[src/verilog/tcc_pkg.sv]
// Constants and bus types for the timer capture and control block
package tcc_pkg;
    // Register indices; byte address is four times the index
    localparam logic [5:0] IDX_CAP1_HIGH = 6'h10;
    localparam logic [5:0] IDX_CAP1_LOW  = 6'h11;
    localparam logic [5:0] IDX_CAP2_HIGH = 6'h14;
    localparam logic [5:0] IDX_CAP2_LOW  = 6'h15;
    localparam logic [5:0] IDX_INT_CTRL  = 6'h1c;
    localparam logic [5:0] IDX_EDGE_OUT  = 6'h1d;
    localparam logic [5:0] IDX_FLAGS     = 6'h1e;
    // timer_interrupt_control fields
    localparam int         CAP1_IE_BIT   = 7;
    localparam int         CAP2_IE_BIT   = 6;
    localparam int         CMP1_IE_BIT   = 5;
    localparam int         OVF_IE_BIT    = 4;
    localparam int         CMP2_IE_BIT   = 3;
    localparam int         SHUTOFF_BIT   = 0;
    localparam logic [7:0] INT_CTRL_MASK = 8'hf9;
    localparam logic [7:0] INT_CTRL_RST  = 8'h00;
    // timer_edge_output_control fields
    localparam int         EDGE1_BIT     = 7;
    localparam int         EDGE2_BIT     = 6;
    localparam int         C2L1_BIT      = 5;
    localparam int         FORCE1_BIT    = 4;
    localparam int         LEVEL1_BIT    = 3;
    localparam int         C1L2_BIT      = 2;
    localparam int         FORCE2_BIT    = 1;
    localparam int         LEVEL2_BIT    = 0;
    localparam logic [7:0] EDGE_OUT_MASK = 8'hed;
    localparam logic [7:0] EDGE_OUT_RST  = 8'h00;
    // timer_flag_register fields
    localparam int         CAP1_F_BIT    = 7;
    localparam int         CAP2_F_BIT    = 6;
    localparam int         CMP1_F_BIT    = 5;
    localparam int         CMP2_F_BIT    = 3;
    // Counter
    localparam logic [15:0] COUNT_RST     = 16'hfffc;
    localparam logic [1:0]  PRESCALE_LAST = 2'h3;
    // AXI answers
    localparam logic [1:0] RESP_OKAY     = 2'h0;
    localparam logic [1:0] RESP_SLVERR   = 2'h2;

    typedef struct packed {
        logic        awvalid;
        logic [7:0]  awaddr;
        logic        wvalid;
        logic [31:0] wdata;
        logic [3:0]  wstrb;
        logic        bready;
        logic        arvalid;
        logic [7:0]  araddr;
        logic        rready;
    } tcc_axi_req_type;

    typedef struct packed {
        logic        awready;
        logic        wready;
        logic        bvalid;
        logic [1:0]  bresp;
        logic        arready;
        logic        rvalid;
        logic [31:0] rdata;
        logic [1:0]  rresp;
    } tcc_axi_rsp_type;
endpackage

[src/verilog/tcc_top.sv]
// Timer capture channels, control registers and compare output latches
`timescale 1ns/10ps
// ----------------------------------------------------------------
// Summary of operation
// Each channel copies the counter into its 16-bit capture register on edge
// Edge-select one picks rising edges, zero picks falling edges
// Capture raises interrupt request only with its enable set
// Captured value is counter before the transition plus one
// Counter advances once every four bus clocks
// Capture happens whether or not the capture flag is set
// High byte read blocks captures until low byte is read
// Low byte read alone never blocks captures
// Reset leaves capture register contents untouched
// Interrupt control holds five enables and shut-off, all clear on reset
// Shut-off bit one stops the timer, zero lets it run
// Compare-2-drives-latch-1 loads level 2 into latch 1 on compare 2
// Compare-1-drives-latch-2 loads level 1 into latch 2 on compare 1
// Force strobes read zero; writing zero does nothing
// Writing one to a force strobe copies level into its latch
// Forced update leaves the compare flag unchanged
// Level bit goes to its latch on next compare match
// Capture flag set by edge, cleared by status read then low read
// Compare match sets compare flag and drives level onto pin
// Interrupt control bits two and one read zero, writes ignored
// ----------------------------------------------------------------

// ----------------------------------------------------------------
// Capture channel
// ----------------------------------------------------------------
module tcc_capture (
    input  wire logic        mclk,
    input  wire logic        rst,
    input  wire logic        pin,
    input  wire logic        rise_sel,
    input  wire logic [15:0] count,
    input  wire logic        read_high,
    input  wire logic        read_low,
    input  wire logic        status_read,
    output logic [15:0]      value,
    output logic             flag
);
    logic pin_prev;
    logic hold;
    logic armed;

    // Pins come in clock-synchronous, so one sample stage is enough
    wire  rise       = pin & ~pin_prev;
    wire  fall       = ~pin & pin_prev;
    wire  edge_seen  = rise_sel ? rise : fall;
    wire  flag_clear = read_low & armed;
    wire  next_flag  = edge_seen | (flag & ~flag_clear);

    // Data register has no reset on purpose
    always_ff @(posedge mclk) begin
        if (edge_seen && !hold) begin
            value <= 16'(count + 16'h0001);
        end
    end

    always_ff @(posedge mclk) begin
        if (rst) begin
            pin_prev <= 1'b0;
            hold     <= 1'b0;
            armed    <= 1'b0;
            flag     <= 1'b0;
        end else begin
            pin_prev <= pin;
            hold     <= read_low ? 1'b0 : (read_high | hold);
            armed    <= status_read ? flag : (armed & ~read_low);
            flag     <= next_flag;
        end
    end
endmodule

// ----------------------------------------------------------------
// Top level
// ----------------------------------------------------------------
module tcc_top import tcc_pkg::*; (
    input  wire logic            mclk,
    input  wire logic            rst,
    input  wire tcc_axi_req_type axi_req,
    output tcc_axi_rsp_type      axi_rsp,
    input  wire logic            capture_pin_1,
    input  wire logic            capture_pin_2,
    input  wire logic            compare1_match,
    input  wire logic            compare2_match,
    input  wire logic            compare1_low_access,
    input  wire logic            compare2_low_access,
    output logic                 compare_pin_1,
    output logic                 compare_pin_2,
    output logic [15:0]          timer_count,
    output logic                 irq_request
);
    // ------------------------------------------------------------
    // Registers
    // ------------------------------------------------------------
    logic [7:0]  int_ctrl;
    logic [7:0]  edge_out;
    logic [1:0]  prescale;
    logic        aw_held;
    logic [7:0]  aw_addr;
    logic        w_held;
    logic [31:0] w_data;
    logic [3:0]  w_strb;
    logic        compare1_flag;
    logic        compare2_flag;
    logic        cmp1_armed;
    logic        cmp2_armed;
    logic [15:0] cap1_value;
    logic [15:0] cap2_value;
    logic        capture1_flag;
    logic        capture2_flag;
    logic        aw_ready;
    logic        w_ready;
    logic        b_valid;
    logic [1:0]  b_resp;
    logic        ar_ready;
    logic        r_valid;
    logic [31:0] r_data;
    logic [1:0]  r_resp;

    // ------------------------------------------------------------
    // Bus decode
    // ------------------------------------------------------------
    wire        aw_take    = axi_req.awvalid & axi_rsp.awready;
    wire        w_take     = axi_req.wvalid & axi_rsp.wready;
    wire        do_write   = aw_held & w_held & ~axi_rsp.bvalid;
    wire        next_aw    = do_write ? 1'b0 : (aw_held | aw_take);
    wire        next_w     = do_write ? 1'b0 : (w_held | w_take);
    wire        next_bv    = do_write | (axi_rsp.bvalid & ~axi_req.bready);
    wire [5:0]  w_idx      = aw_addr[7:2];
    wire        wr_byte    = do_write & w_strb[0];
    wire        wr_int     = wr_byte & (w_idx == IDX_INT_CTRL);
    wire        wr_edge    = wr_byte & (w_idx == IDX_EDGE_OUT);

    wire        ar_take    = axi_req.arvalid & axi_rsp.arready;
    wire        next_rv    = ar_take | (axi_rsp.rvalid & ~axi_req.rready);
    wire [5:0]  r_idx      = axi_req.araddr[7:2];
    wire        rd_c1_high = ar_take & (r_idx == IDX_CAP1_HIGH);
    wire        rd_c1_low  = ar_take & (r_idx == IDX_CAP1_LOW);
    wire        rd_c2_high = ar_take & (r_idx == IDX_CAP2_HIGH);
    wire        rd_c2_low  = ar_take & (r_idx == IDX_CAP2_LOW);
    wire        rd_flags   = ar_take & (r_idx == IDX_FLAGS);

    function automatic logic mapped(input logic [5:0] idx);
        mapped = (idx == IDX_CAP1_HIGH) || (idx == IDX_CAP1_LOW) ||
                 (idx == IDX_CAP2_HIGH) || (idx == IDX_CAP2_LOW) ||
                 (idx == IDX_INT_CTRL)  || (idx == IDX_EDGE_OUT) ||
                 (idx == IDX_FLAGS);
    endfunction

    wire [7:0] flag_bits = (8'(capture1_flag) << CAP1_F_BIT) |
                           (8'(capture2_flag) << CAP2_F_BIT) |
                           (8'(compare1_flag) << CMP1_F_BIT) |
                           (8'(compare2_flag) << CMP2_F_BIT);

    // Force strobes never stored, so they read zero
    wire [7:0] read_byte =
        (r_idx == IDX_CAP1_HIGH) ? cap1_value[15:8] :
        (r_idx == IDX_CAP1_LOW)  ? cap1_value[7:0]  :
        (r_idx == IDX_CAP2_HIGH) ? cap2_value[15:8] :
        (r_idx == IDX_CAP2_LOW)  ? cap2_value[7:0]  :
        (r_idx == IDX_INT_CTRL)  ? int_ctrl         :
        (r_idx == IDX_EDGE_OUT)  ? edge_out         :
        (r_idx == IDX_FLAGS)     ? flag_bits        : 8'h00;

    // ------------------------------------------------------------
    // Bus answer
    // ------------------------------------------------------------
    // One driver for the whole answer; each channel keeps its own flops
    assign axi_rsp = '{
        awready : aw_ready,
        wready  : w_ready,
        bvalid  : b_valid,
        bresp   : b_resp,
        arready : ar_ready,
        rvalid  : r_valid,
        rdata   : r_data,
        rresp   : r_resp
    };

    // ------------------------------------------------------------
    // Counter
    // ------------------------------------------------------------
    wire timer_run  = ~int_ctrl[SHUTOFF_BIT];
    wire count_tick = timer_run & (prescale == PRESCALE_LAST);

    // Prescaler keeps its phase while shut off
    always_ff @(posedge mclk) begin
        if (rst) begin
            prescale    <= 2'h0;
            timer_count <= COUNT_RST;
        end else begin
            if (timer_run) begin
                prescale <= 2'(prescale + 2'h1);
            end
            if (count_tick) begin
                timer_count <= 16'(timer_count + 16'h0001);
            end
        end
    end

    // ------------------------------------------------------------
    // Output latches
    // ------------------------------------------------------------
    wire force1   = wr_edge & w_data[FORCE1_BIT];
    wire force2   = wr_edge & w_data[FORCE2_BIT];
    wire level1   = edge_out[LEVEL1_BIT];
    wire level2   = edge_out[LEVEL2_BIT];
    wire c2_to_l1 = compare2_match & edge_out[C2L1_BIT];
    wire c1_to_l2 = compare1_match & edge_out[C1L2_BIT];

    // Own compare outranks the cross-clocked one
    wire next_pin1 = force1         ? w_data[LEVEL1_BIT] :
                     compare1_match ? level1 :
                     c2_to_l1       ? level2 : compare_pin_1;
    wire next_pin2 = force2         ? w_data[LEVEL2_BIT] :
                     compare2_match ? level2 :
                     c1_to_l2       ? level1 : compare_pin_2;

    // Flags ignore force writes; only matches set them
    wire cmp1_clear = compare1_low_access & cmp1_armed;
    wire cmp2_clear = compare2_low_access & cmp2_armed;
    wire next_cf1   = compare1_match | (compare1_flag & ~cmp1_clear);
    wire next_cf2   = compare2_match | (compare2_flag & ~cmp2_clear);

    wire next_irq = (capture1_flag & int_ctrl[CAP1_IE_BIT]) |
                    (capture2_flag & int_ctrl[CAP2_IE_BIT]) |
                    (compare1_flag & int_ctrl[CMP1_IE_BIT]) |
                    (compare2_flag & int_ctrl[CMP2_IE_BIT]);

    // ------------------------------------------------------------
    // Capture channels
    // ------------------------------------------------------------
    tcc_capture u_cap1 (
        .mclk        (mclk),
        .rst         (rst),
        .pin         (capture_pin_1),
        .rise_sel    (edge_out[EDGE1_BIT]),
        .count       (timer_count),
        .read_high   (rd_c1_high),
        .read_low    (rd_c1_low),
        .status_read (rd_flags),
        .value       (cap1_value),
        .flag        (capture1_flag)
    );

    tcc_capture u_cap2 (
        .mclk        (mclk),
        .rst         (rst),
        .pin         (capture_pin_2),
        .rise_sel    (edge_out[EDGE2_BIT]),
        .count       (timer_count),
        .read_high   (rd_c2_high),
        .read_low    (rd_c2_low),
        .status_read (rd_flags),
        .value       (cap2_value),
        .flag        (capture2_flag)
    );

    // ------------------------------------------------------------
    // Write channel
    // ------------------------------------------------------------
    always_ff @(posedge mclk) begin
        if (rst) begin
            aw_held         <= 1'b0;
            w_held          <= 1'b0;
            aw_addr         <= 8'h00;
            w_data          <= 32'h0000_0000;
            w_strb          <= 4'h0;
            aw_ready        <= 1'b0;
            w_ready         <= 1'b0;
            b_valid         <= 1'b0;
            b_resp          <= RESP_OKAY;
        end else begin
            aw_held         <= next_aw;
            w_held          <= next_w;
            aw_ready        <= ~next_aw;
            w_ready         <= ~next_w;
            b_valid         <= next_bv;
            if (aw_take) begin
                aw_addr <= axi_req.awaddr;
            end
            if (w_take) begin
                w_data <= axi_req.wdata;
                w_strb <= axi_req.wstrb;
            end
            if (do_write) begin
                b_resp <= mapped(w_idx) ? RESP_OKAY : RESP_SLVERR;
            end
        end
    end

    // ------------------------------------------------------------
    // Read channel
    // ------------------------------------------------------------
    always_ff @(posedge mclk) begin
        if (rst) begin
            ar_ready <= 1'b0;
            r_valid  <= 1'b0;
            r_data   <= 32'h0000_0000;
            r_resp   <= RESP_OKAY;
        end else begin
            ar_ready <= ~next_rv;
            r_valid  <= next_rv;
            if (ar_take) begin
                r_data <= {24'h00_0000, read_byte};
                r_resp <= mapped(r_idx) ? RESP_OKAY : RESP_SLVERR;
            end
        end
    end

    // ------------------------------------------------------------
    // Control and outputs
    // ------------------------------------------------------------
    always_ff @(posedge mclk) begin
        if (rst) begin
            int_ctrl      <= INT_CTRL_RST;
            edge_out      <= EDGE_OUT_RST;
            compare_pin_1 <= 1'b0;
            compare_pin_2 <= 1'b0;
            compare1_flag <= 1'b0;
            compare2_flag <= 1'b0;
            cmp1_armed    <= 1'b0;
            cmp2_armed    <= 1'b0;
            irq_request   <= 1'b0;
        end else begin
            if (wr_int) begin
                int_ctrl <= w_data[7:0] & INT_CTRL_MASK;
            end
            if (wr_edge) begin
                edge_out <= w_data[7:0] & EDGE_OUT_MASK;
            end
            compare_pin_1 <= next_pin1;
            compare_pin_2 <= next_pin2;
            compare1_flag <= next_cf1;
            compare2_flag <= next_cf2;
            cmp1_armed    <= rd_flags ? compare1_flag : (cmp1_armed & ~compare1_low_access);
            cmp2_armed    <= rd_flags ? compare2_flag : (cmp2_armed & ~compare2_low_access);
            irq_request   <= next_irq;
        end
    end
endmodule

[config.mk]
export PLATFORM = sky130hd
export DESIGN_NAME = tcc_top
export DESIGN_NICKNAME = d
export VERILOG_FILES = /design/src/verilog/tcc_pkg.sv /design/src/verilog/tcc_top.sv
export SDC_FILE = /design/constraint.sdc
export NUM_CORES = 1
export LEC_CHECK = 0
export BUFFER_PORTS_ARGS = -buffer_cell sky130_fd_sc_hd__buf_4
export CAP_MARGIN = 20
export CORE_MARGIN = 2
export CORE_UTILIZATION = 53
export DETAILED_ROUTE_END_ITERATION = 6
export GPL_TIMING_DRIVEN = 0
export PLACE_DENSITY = 0.85
export SKIP_CTS_REPAIR_TIMING = 1
export SYNTH_ARGS = -nofsm -noshare
export SYNTH_HDL_FRONTEND = slang
export SYNTH_SLANG_ARGS = --single-unit
[constraint.sdc]
create_clock -name mclk -period 1.79 [get_ports mclk]
set_input_delay 0.358 -clock mclk [delete_from_list [all_inputs] [get_ports mclk]]
set_output_delay 0.358 -clock mclk [all_outputs]
set_load 0.05 [all_outputs]
==> run metrics, run 1 <==
Worst EP arrival 1.91 ns; EDFF count, synth 32; fin area 5870 um^2; synth warn 0; Nets 683; antenna-violating nets left 0; WL met1 5090 um; R2R cell count 6; power per cell area 778 nW/um^2; VDD IR max 0.000579 V; r2r startpoint timer_count[5]; Syn Inst Count 512; initial antenna violation count 0; Syn-to-layout area delta 19.8%; initial drt markers 232; Worst Hold Class in2reg; status complete, no violations; clock power share 0.296; final wirelength 11900 um; layout cells sized above 1 0.237; drt drc 0; reg2reg end timer_count[12]; switching part of the total power 0.279; sw power 1270 uW; fmax about 0.60 GHz; top sig layer met4; Hold Startpoint capture_pin_2; final slew viol count 0; Fin Clk Skew between 0.015 and 0.02 ns; vias per std cell about 5.5; Die Wd ~100 um; final cycle utilization of the critical path 0.926; CTS sink count 109; met2 wirelength from detailed routing 5770 um; class of the most critical setup path reg2reg; number of synthesized register bits 109; Final Core Density 0.645; pre-CTS setup slack -0.182 ns; placed cell areas 5650 um^2; vias in the first global route 3800; Clock transition at path regs 0.11 ns; Critical Path End timer_count[12]; Clock Path Buffers 2; core area 9110 um^2; Post-DP HPWL 8830 um; Slowest cell on crit path or3b_1; Detailed Routing Iterations Pass 1 6; Worst Setup Start Kind flop; clk_lat worst skew 0.37 ns; Int Pwr 3300 uW; Cell variety after synth 51; Syn Area/Cell 9.57 um^2; min Tclk post-route 1.66 ns; Via Count 3990; critical path's top delay family simple AND/OR/NAND/NOR gates; critical-path cell list buf_2 > nand3_1 > nor2_2 > nand3_2 > o21ai_1 > or3b_1; Synth Cell Area 4900 um^2; Worst Path Max Fanout 8; I/O Buffers between 60 and 70; Final Hold Vio Count 0; die extent in y 100 um; Starting Density 0.538; number of cells on the critical path 6; share of power burned in registers 0.576; # IOs 125; drt wl/cell 16.3 um; die area 10000 um^2; DR WL met3 about 800 um; Worst-Margin Slew a little over 0.6 ns; sequential fraction of the synthesis area 0.510; Synth async-reset ratio 0; largest net degree at the start of global routing 19; leakage dissipation about 0.0022 uW; Final GP Congestion 0.925; CTS Buf Count 9; Filler cells approximately 770; H-tree depth 3; crit path capture type flop; Worst EP required 2.04 ns; antenna cells 0; r2r setup slk about 0.13 ns; final worst slack roughly 0.13 ns; max cap viols 0; Largest stage delay, worst path approximately 0.35 ns; Root Buffer clkbuf_8; setup violators final 0; gr ovfl total 0; first-pass GRT wire length 18700 um; Crit. Startpoint timer_count[5]; TritonCTS clock tree done; Top FF cell, synth dfxtp_1; Global Route Usage Sum 0.236; Logic pwr share 0.128; Cell Rows 35; Rel. slew slack 0.585; setup_tns 0 ns; Buf/Inv on CP 1
-- layout by cell type (no fill, tap or decap), types with 3 or more instances in the layout --
cell type / Yosys / final
o221ai_1: 3 / 3
dfxtp_2: 0 / 7
conb_1: 1 / 26
o21ai_0: 11 / 11
buf_2: 6 / 6
nand3_1: 20 / 19
xor2_1: 11 / 11
edfxtp_1: 32 / 32
and3_1: 6 / 6
nor2_1: 44 / 42
dfxtp_1: 77 / 69
nand2_1: 65 / 65
nand2b_1: 16 / 16
inv_1: 9 / 9
a21oi_1: 40 / 40
and2_1: 7 / 7
xnor2_1: 14 / 14
nor2b_1: 12 / 12
o21bai_1: 3 / 3
o22ai_1: 5 / 5
clkbuf_1: 12 / 10
a31oi_1: 5 / 5
buf_4: 31 / 99
a221oi_1: 6 / 6
mux2i_1: 16 / 16
clkbuf_8: 0 / 9
a22oi_1: 4 / 4
nor3_1: 10 / 10
buf_1: 3 / 3
or3b_1: 3 / 3
o21ai_1: 3 / 3
a211oi_1: 8 / 8
-- sequential cells by signal (all words and copies together) (netlist names), 2 cells and up --
| name | cells |
|---|---|
| aw_addr | 6 |
| edge_out | 6 |
| int_ctrl | 6 |
| prescale | 2 |
| r_data | 8 |
| timer_count | 16 |
| u_cap1.value | 16 |
| u_cap2.value | 16 |
| w_data | 8 |
-- layout make-up --
| cell class | count | area (um^2) | area share |
|---|---|---|---|
| clock buffers | 9 | 124 | 0.0211 |
| multi-input cells | 366 | 2150 | 0.366 |
| flip-flops and latches | 109 | 2510 | 0.428 |
| plain buffers | 51 | 323 | 0.0550 |
| well taps | 111 | 139 | 0.0236 |
| repair buffers | 70 | 542 | 0.0922 |
| clock inverters | 7 | 48.8 | 0.00831 |
| inverters | 9 | 33.8 | 0.00575 |
-- synth_stat cells (3+ instances only) --
cell / number / share of area
a211oi_1: 8 / 0.012
a21oi_1: 40 / 0.041
a221oi_1: 6 / 0.011
a22oi_1: 4 / 0.0061
a31oi_1: 5 / 0.0064
and2_1: 7 / 0.0089
and3_1: 6 / 0.0077
buf_1: 3 / 0.0023
buf_2: 6 / 0.0061
buf_4: 31 / 0.047
clkbuf_1: 12 / 0.0092
dfxtp_1: 77 / 0.31
edfxtp_1: 32 / 0.20
inv_1: 9 / 0.0069
mux2i_1: 16 / 0.033
nand2_1: 65 / 0.050
nand2b_1: 16 / 0.020
nand3_1: 20 / 0.020
nor2_1: 44 / 0.034
nor2b_1: 12 / 0.015
nor3_1: 10 / 0.010
nor3_2: 3 / 0.0061
o21ai_0: 11 / 0.011
o21ai_1: 3 / 0.0031
o21bai_1: 3 / 0.0046
o221ai_1: 3 / 0.0054
o22ai_1: 5 / 0.0064
or3b_1: 3 / 0.0054
xnor2_1: 14 / 0.025
xor2_1: 11 / 0.020
-- cells by family after synthesis --
kind of cell             share of synthesized area
multiplexers                                0.0327
adder cells (fa/ha/maj)                    0.00510
buffers and inverters                       0.0743
flip-flops                                   0.510
XOR/XNOR                                    0.0447
AND/OR/NAND/NOR                              0.213
AO/OA/AOI/OAI                                0.119
other                                     0.000765
-- power by group through the flow --
stage          combinational [uW]  clock [uW]  sequential (uW)
6_report                      587        1350             2630
5_1_grt                       630        1470             2640
4_1_cts                       581        1370             2630
3_5_place_dp                  579           0             2690
3_3_place_gp                  565           0             2680
2_1_floorplan                 388           0             2710
-- worst min-delay path by stage --
stage	slack, ns	end	cells past startpoint
global route	0.20	u_cap2.pin_prev	2
global placement	0.44	aw_addr[7]	2
floorplan	0.43	aw_addr[7]	2
detailed placement	0.46	w_data[2]	2
finish	0.22	u_cap2.pin_prev	2
CTS	0.20	u_cap2.pin_prev	2
-- metrics by stage --
| step | std cells | power (uW) | hold slack, ns |
|---|---|---|---|
| global route | 732 | 4740 | 0.200 |
| CTS | 731 | 4580 | 0.200 |
| finish | 732 | 4570 | 0.216 |
| global placement | 713 | 3250 | 0.440 |
| detailed placement | 715 | 3270 | 0.461 |
| floorplan | 537 | 3090 | 0.431 |
-- worst reg2reg max path: cells and delay by family, from the launching register on --
family          cells  cell delay, ns
buf+inv             1            0.19
flops               1            0.34
compound gates      1            0.15
simple gates        4            0.86
-- routing by layer --
layer	up-vias	GRT usage
met5	-	0
met1	1848	0.307
met2	177	0.392
met3	29	0.0508
li1	1936	-
met4	0	0.0811
No activity file was read; power rests on OpenSTA's default activity.
==> inputs of run 2 (changes only) <==
--- a/config.mk
+++ b/config.mk
@@ -8,10 +8,10 @@
 export BUFFER_PORTS_ARGS = -buffer_cell sky130_fd_sc_hd__buf_4
 export CAP_MARGIN = 20
 export CORE_MARGIN = 2
-export CORE_UTILIZATION = 53
+export CORE_UTILIZATION = 35
 export DETAILED_ROUTE_END_ITERATION = 6
 export GPL_TIMING_DRIVEN = 0
-export PLACE_DENSITY = 0.85
+export PLACE_DENSITY = 0.62
 export SKIP_CTS_REPAIR_TIMING = 1
 export SYNTH_ARGS = -nofsm -noshare
 export SYNTH_HDL_FRONTEND = slang
==> run 2 against run 1 <==
Register-to-register slack worse by 0.02 ns; sequential power barely moved; sequential cell count did not move.
==> run metrics, run 2 (synthesis gave the netlist of run 1 again) <==
vias per std cell 4.80 (-12%); final cycle utilization of the critical path 0.937 (+0.0112); drt wl/cell 15.1 um (-7.5%); H-tree depth 3 (unchanged); Root Buffer clkbuf_16; Tot Pwr 5100 uW (+12%); Worst EP arrival 1.89 ns (-0.02 ns); Post-DP HPWL 9120 um (+3.2%); WL met1 5430 um (+6.7%); unrepaired setup endpoints after global routing false; DP Cell Count 784 (+9.7%); final wirelength 12100 um (+1.1%); Final GP Congestion 0.856 (-7.4%); initial drt markers 253 (+9.1%); class of the most critical setup path reg2reg; leakage dissipation 0.00225 uW (+2.7%); die area 15000 um^2 (+49%); Cell Rows 43 (+23%); initial antenna violation count 0 (unchanged); largest net degree at the start of global routing 17 (-2); layout cells sized above 1 0.240 (+0.00361); Final Hold Vio Count 0 (unchanged); gr ovfl total 0 (unchanged); antenna-violating nets left 0 (unchanged); final slew viol count 0 (unchanged); vias in the first global route 3705 (-2.5%); Final Core Density 0.442 (-0.203); leading cell type in the layout, fill and taps excluded buf_4; Nets 682 (-0.15%); Via Count 3841 (-3.7%); status complete, no violations; Syn-to-layout area delta 24.1%; r2r startpoint b_valid; CTS Buf Count 9 (unchanged); VDD IR max 0.000435 V (-25%); DR WL met3 766 um (-7.0%); # IOs 125 (unchanged); crit path capture type flop; core area 13800 um^2 (+51%); Worst Hold Class in2reg; Worst Setup Start Kind flop; first-pass GRT wire length 19000 um (+1.8%); CTS sink count 109 (unchanged); drt drc 0 (unchanged); clk_lat worst skew 0.34 ns (-0.03 ns); min Tclk post-route 1.68 ns (+0.0201 ns); Fin Clk Skew 0.00563 ns (-0.0138 ns); Worst EP required 2.01 ns (-0.03 ns); met2 wirelength from detailed routing 5790 um (+0.40%); power per cell area 838 nW/um^2 (+7.8%); Starting Density 0.356 (-0.182); Rel. slew slack 0.551 (-0.0337); Die Wd 122 um (+22%); I/O Buffers 65 (unchanged); die extent in y 122 um (+22%); Clock transition at path regs 0.07 ns (-0.04 ns); Crit. Startpoint b_valid; fin cells 800 (+9.3%); top sig layer met4; Clock Path Buffers 2 (unchanged); antenna cells 0 (unchanged); max cap viols 0 (unchanged); Hold Startpoint capture_pin_1; fmax 0.596 GHz (-1.2%); Filler cells 1370 (+79%); setup violators final 0 (unchanged); highest-count cells in the layout ignoring fill and taps 99 x buf_4, 69 x dfxtp_1, 65 x nand2_1, 42 x nor2_1, 40 x a21oi_1; Detailed Routing Iterations Pass 1 4 (-2); Worst-Margin Slew 0.673 ns (+0.0505 ns); Global Route Usage Sum 0.165 (-0.0714); Worst Path Max Fanout 10 (+2); top flop regs timer_count (16), u_cap1.value (16), u_cap2.value (16); TritonCTS clock tree done
[run 2: cell count changes in the layout (fill, tap and decap cells not counted), sizes merged]
cell / change
clkbuf: +4
buf: -1
clkinv: -3
inv: -1
[run 2: report_power, final]
| group | internal (uW) | leakage [uW] | switching, uW |
|---|---|---|---|
| Sequential | 2590 | 0.000832 | 43.5 |
| Combinational | 198 | 0.00128 | 386 |
| Clock | 1040 | 0.000143 | 850 |
| Total | 3820 | 0.00225 | 1280 |
[run 2: final timing paths]
kind,endpoint,slack (ns),cells past startpoint
setup / recovery,edge_out[0],0.11,5
hold / removal,u_cap1.pin_prev,0.25,2
setup reg to reg,edge_out[0],0.11,5
hold reg to reg,aw_addr[7],0.46,2
[run 2: area by class of cell]
cell class                 instances  area (um^2)  share of cell area
clock inverter                     3         18.8             0.00308
timing repair buffer              69          531              0.0872
clock buffer                      13          264              0.0434
multi-input combinational        366         2170               0.357
tap                              180          225              0.0370
buffer                            51          323              0.0531
sequential                       109         2510               0.413
inverter                           9         33.8             0.00555
[run 2: worst max-delay path: stages, from the launching register on]
cell and delay (ns):
dfxtp_1 0.33, nand3b_1 0.27, nor4_2 0.36, buf_2 0.32
mux2i_1 0.22, nor2_1 0.05
[run 2: through the flow]
step,hold slack (ns),TNS (ns),area [um^2],worst slack (ns)
detailed placement,0.453,-4.12,5740,-0.232
global route,0.261,0,6080,0.00195
CTS,0.243,-0.0428,6020,-0.0370
finish,0.245,0,6080,0.112
floorplan,0.431,0,5010,0.00169
global placement,0.443,-15.85,5720,-0.420
[run 2: layer usage]
| layer | track usage | vias to the layer above |
|---|---|---|
| li1 | - | 1935 |
| met1 | 0.215 | 1790 |
| met2 | 0.274 | 109 |
| met3 | 0.0414 | 7 |
| met4 | 0.0424 | 0 |
| met5 | 0 | - |
==> inputs of run 3 (changes only) <==
--- a/config.mk
+++ b/config.mk
@@ -7,7 +7,7 @@
 export LEC_CHECK = 0
 export BUFFER_PORTS_ARGS = -buffer_cell sky130_fd_sc_hd__buf_4
 export CAP_MARGIN = 20
-export CORE_MARGIN = 2
+export CORE_MARGIN = 1.5
 export CORE_UTILIZATION = 35
 export DETAILED_ROUTE_END_ITERATION = 6
 export GPL_TIMING_DRIVEN = 0
==> constraint.sdc (replaced) <==
create_clock -name mclk -period 1.79 [get_ports mclk]
set_input_delay 0.2685 -clock mclk [delete_from_list [all_inputs] [get_ports mclk]]
set_output_delay 0.2685 -clock mclk [all_outputs]
set_load 0.05 [all_outputs]
==> run 3 against run 2 <==
Clock-buffer cell count is 4 lower; combinational power hardly changed; clock skew is 0.0028 ns higher; sequential power hardly changed; sequential share of layout area is 0.35 points lower.
==> run metrics, run 3 (synthesis gave the netlist of run 1 again) <==
status complete, no violations; initial antenna violation count 0 (unchanged); drt wl/cell 15.2 um (+0.69%); # IOs 125 (unchanged); top flop regs timer_count (16), u_cap1.value (16), u_cap2.value (16); Starting Density 0.356 (unchanged); Worst EP arrival 1.90 ns (about the same); Syn-to-layout area delta 25.2%; final worst slack 0.120 ns (+0.00819 ns); TritonCTS clock tree done; vias in the first global route 3577 (-3.5%); die extent in y 121 um (-0.82%); r2r startpoint timer_count[5]; Rel. slew slack 0.529 (-0.0223); r2r setup slk 0.12 ns (about the same); Hold Path Sink u_cap1.pin_prev; fin area 6140 um^2 (+0.84%); reg2reg end timer_count[12]; gr ovfl total 0 (unchanged); Root Buffer clkbuf_16; largest net degree at the start of global routing 19 (+2); antenna cells 0 (unchanged); power per cell area 870 nW/um^2 (+3.8%); placed cell areas 5740 um^2 (about the same); highest-count cells in the layout ignoring fill and taps 100 x buf_4, 69 x dfxtp_1, 65 x nand2_1, 42 x nor2_1, 40 x a21oi_1; leading cell type in the layout, fill and taps excluded buf_4; Post-DP HPWL 9090 um (-0.29%); Via Count 3921 (+2.1%); Worst Hold Class in2reg; die area 14700 um^2 (-1.6%); Hold Path Depth 2 (unchanged); Detailed Routing Iterations Pass 1 5 (+1); Worst EP required 2.02 ns (about the same); Worst Setup Start Kind flop; first-pass GRT wire length 18700 um (-1.8%); final cycle utilization of the critical path 0.933 (-0.00457); worst hold slack 0.156 ns (-0.0894 ns); R2R cell count 6 (+1); Fin Clk Skew 0.00847 ns (+0.00285 ns); Clock Path Buffers 2 (unchanged); final slew viol count 0 (unchanged); I/O Buffers 65 (unchanged); VDD IR max 0.000466 V (+7.2%); Cell Rows 43 (unchanged); clk_lat worst skew 0.35 ns (about the same); drt drc 0 (unchanged); Final GP Congestion 0.848 (-1.0%); Hold Startpoint capture_pin_1; H-tree depth 3 (unchanged); class of the most critical setup path reg2reg; final wirelength 12200 um (+0.94%); Clock transition at path regs 0.07 ns (about the same); CTS sink count 109 (unchanged); Worst-Margin Slew 0.706 ns (+0.0334 ns); register area 2510 um^2 (unchanged); Worst Path Max Fanout 8 (-2); min Tclk post-route 1.67 ns (-0.00819 ns); Die Wd 121 um (-0.82%); setup violators final 0 (unchanged); pre-CTS setup slack -0.121 ns (+0.111 ns); core area 13800 um^2 (unchanged); Final Hold Vio Count 0 (unchanged); leakage dissipation 0.00227 uW (+0.88%); Global Route Usage Sum 0.166 (+0.000958); vias per std cell 4.89 (+1.8%); max cap viols 0 (unchanged); Filler cells 1372 (+0.15%); antenna-violating nets left 0 (unchanged); footprint of the multi-input gates 2170 um^2 (-0.35%); CTS Buf Count 9 (unchanged); Nets 684 (+0.29%); layout cells sized above 1 0.241 (+0.000835); initial drt markers 225 (-11%); fmax 0.599 GHz (+0.49%); crit path capture type flop
run 3: changes by cell type in the layout (fill, tap and decap cells not counted):
cell / before / now
buf_2: 6 / 5
buf_4: 99 / 100
buf_6: 1 / 2
bufinv_16: 0 / 2
clkbuf_1: 11 / 10
clkbuf_8: 2 / 0
clkinvlp_4: 0 / 1
ha_1: 1 / 2
ha_2: 1 / 0
inv_6: 1 / 2
nand3_1: 18 / 19
nand3_2: 2 / 1
run 3: final cells by class:
class / count / area share
clock inverters: 7 / 0.0155
multi-input cells: 366 / 0.353
well taps: 180 / 0.0367
repair buffers: 71 / 0.0895
inverters: 9 / 0.00551
clock buffers: 9 / 0.0367
flip-flops and latches: 109 / 0.410
plain buffers: 51 / 0.0530
run 3: report_power, final:
part	leakage [uW]	switching [uW]	total, uW	internal (uW)
combinational	0.00128	389	587	198
sequential	0.000832	43.5	2630	2590
clock	0.000156	892	2120	1230
run 3: worst max-delay path by stage:
stage / start / to / slack [ns] / depth (start not counted)
2_1_floorplan: timer_count[5] / timer_count[12] / 0.002 / 6
3_3_place_gp: capture_pin_2 / u_cap2.value[0] / -0.32 / 4
3_5_place_dp: rst / int_ctrl[3] / -0.12 / 4
4_1_cts: prescale[0] / timer_count[9] / -0.05 / 7
5_1_grt: timer_count[0] / u_cap1.value[10] / -0.01 / 5
6_report: timer_count[5] / timer_count[12] / 0.12 / 6
run 3: through the flow:
stage,TNS [ns],std cells,total power [uW],utilization
floorplan,0,537,3090,-
global placement,-11.08,782,3260,0.415
detailed placement,-1.15,784,3270,0.417
CTS,-0.0721,800,5370,0.440
global route,-0.0225,802,5530,0.445
finish,0,802,5340,0.445
run 3: routing by layer:
metal	vias to the layer above	track usage	wire (um)
met1	1828	0.214	5410
met4	0	0.0397	99
met2	141	0.280	5860
li1	1943	-	-
met5	-	0	0
met3	9	0.0395	809
run 3: critical path: stages, from the launching register on:
cell	delay (ns)
dfxtp_2	0.33
buf_2	0.19
nand3_1	0.21
nor2_4	0.19
nand3_2	0.13
o21ai_1	0.16
or3b_1	0.35
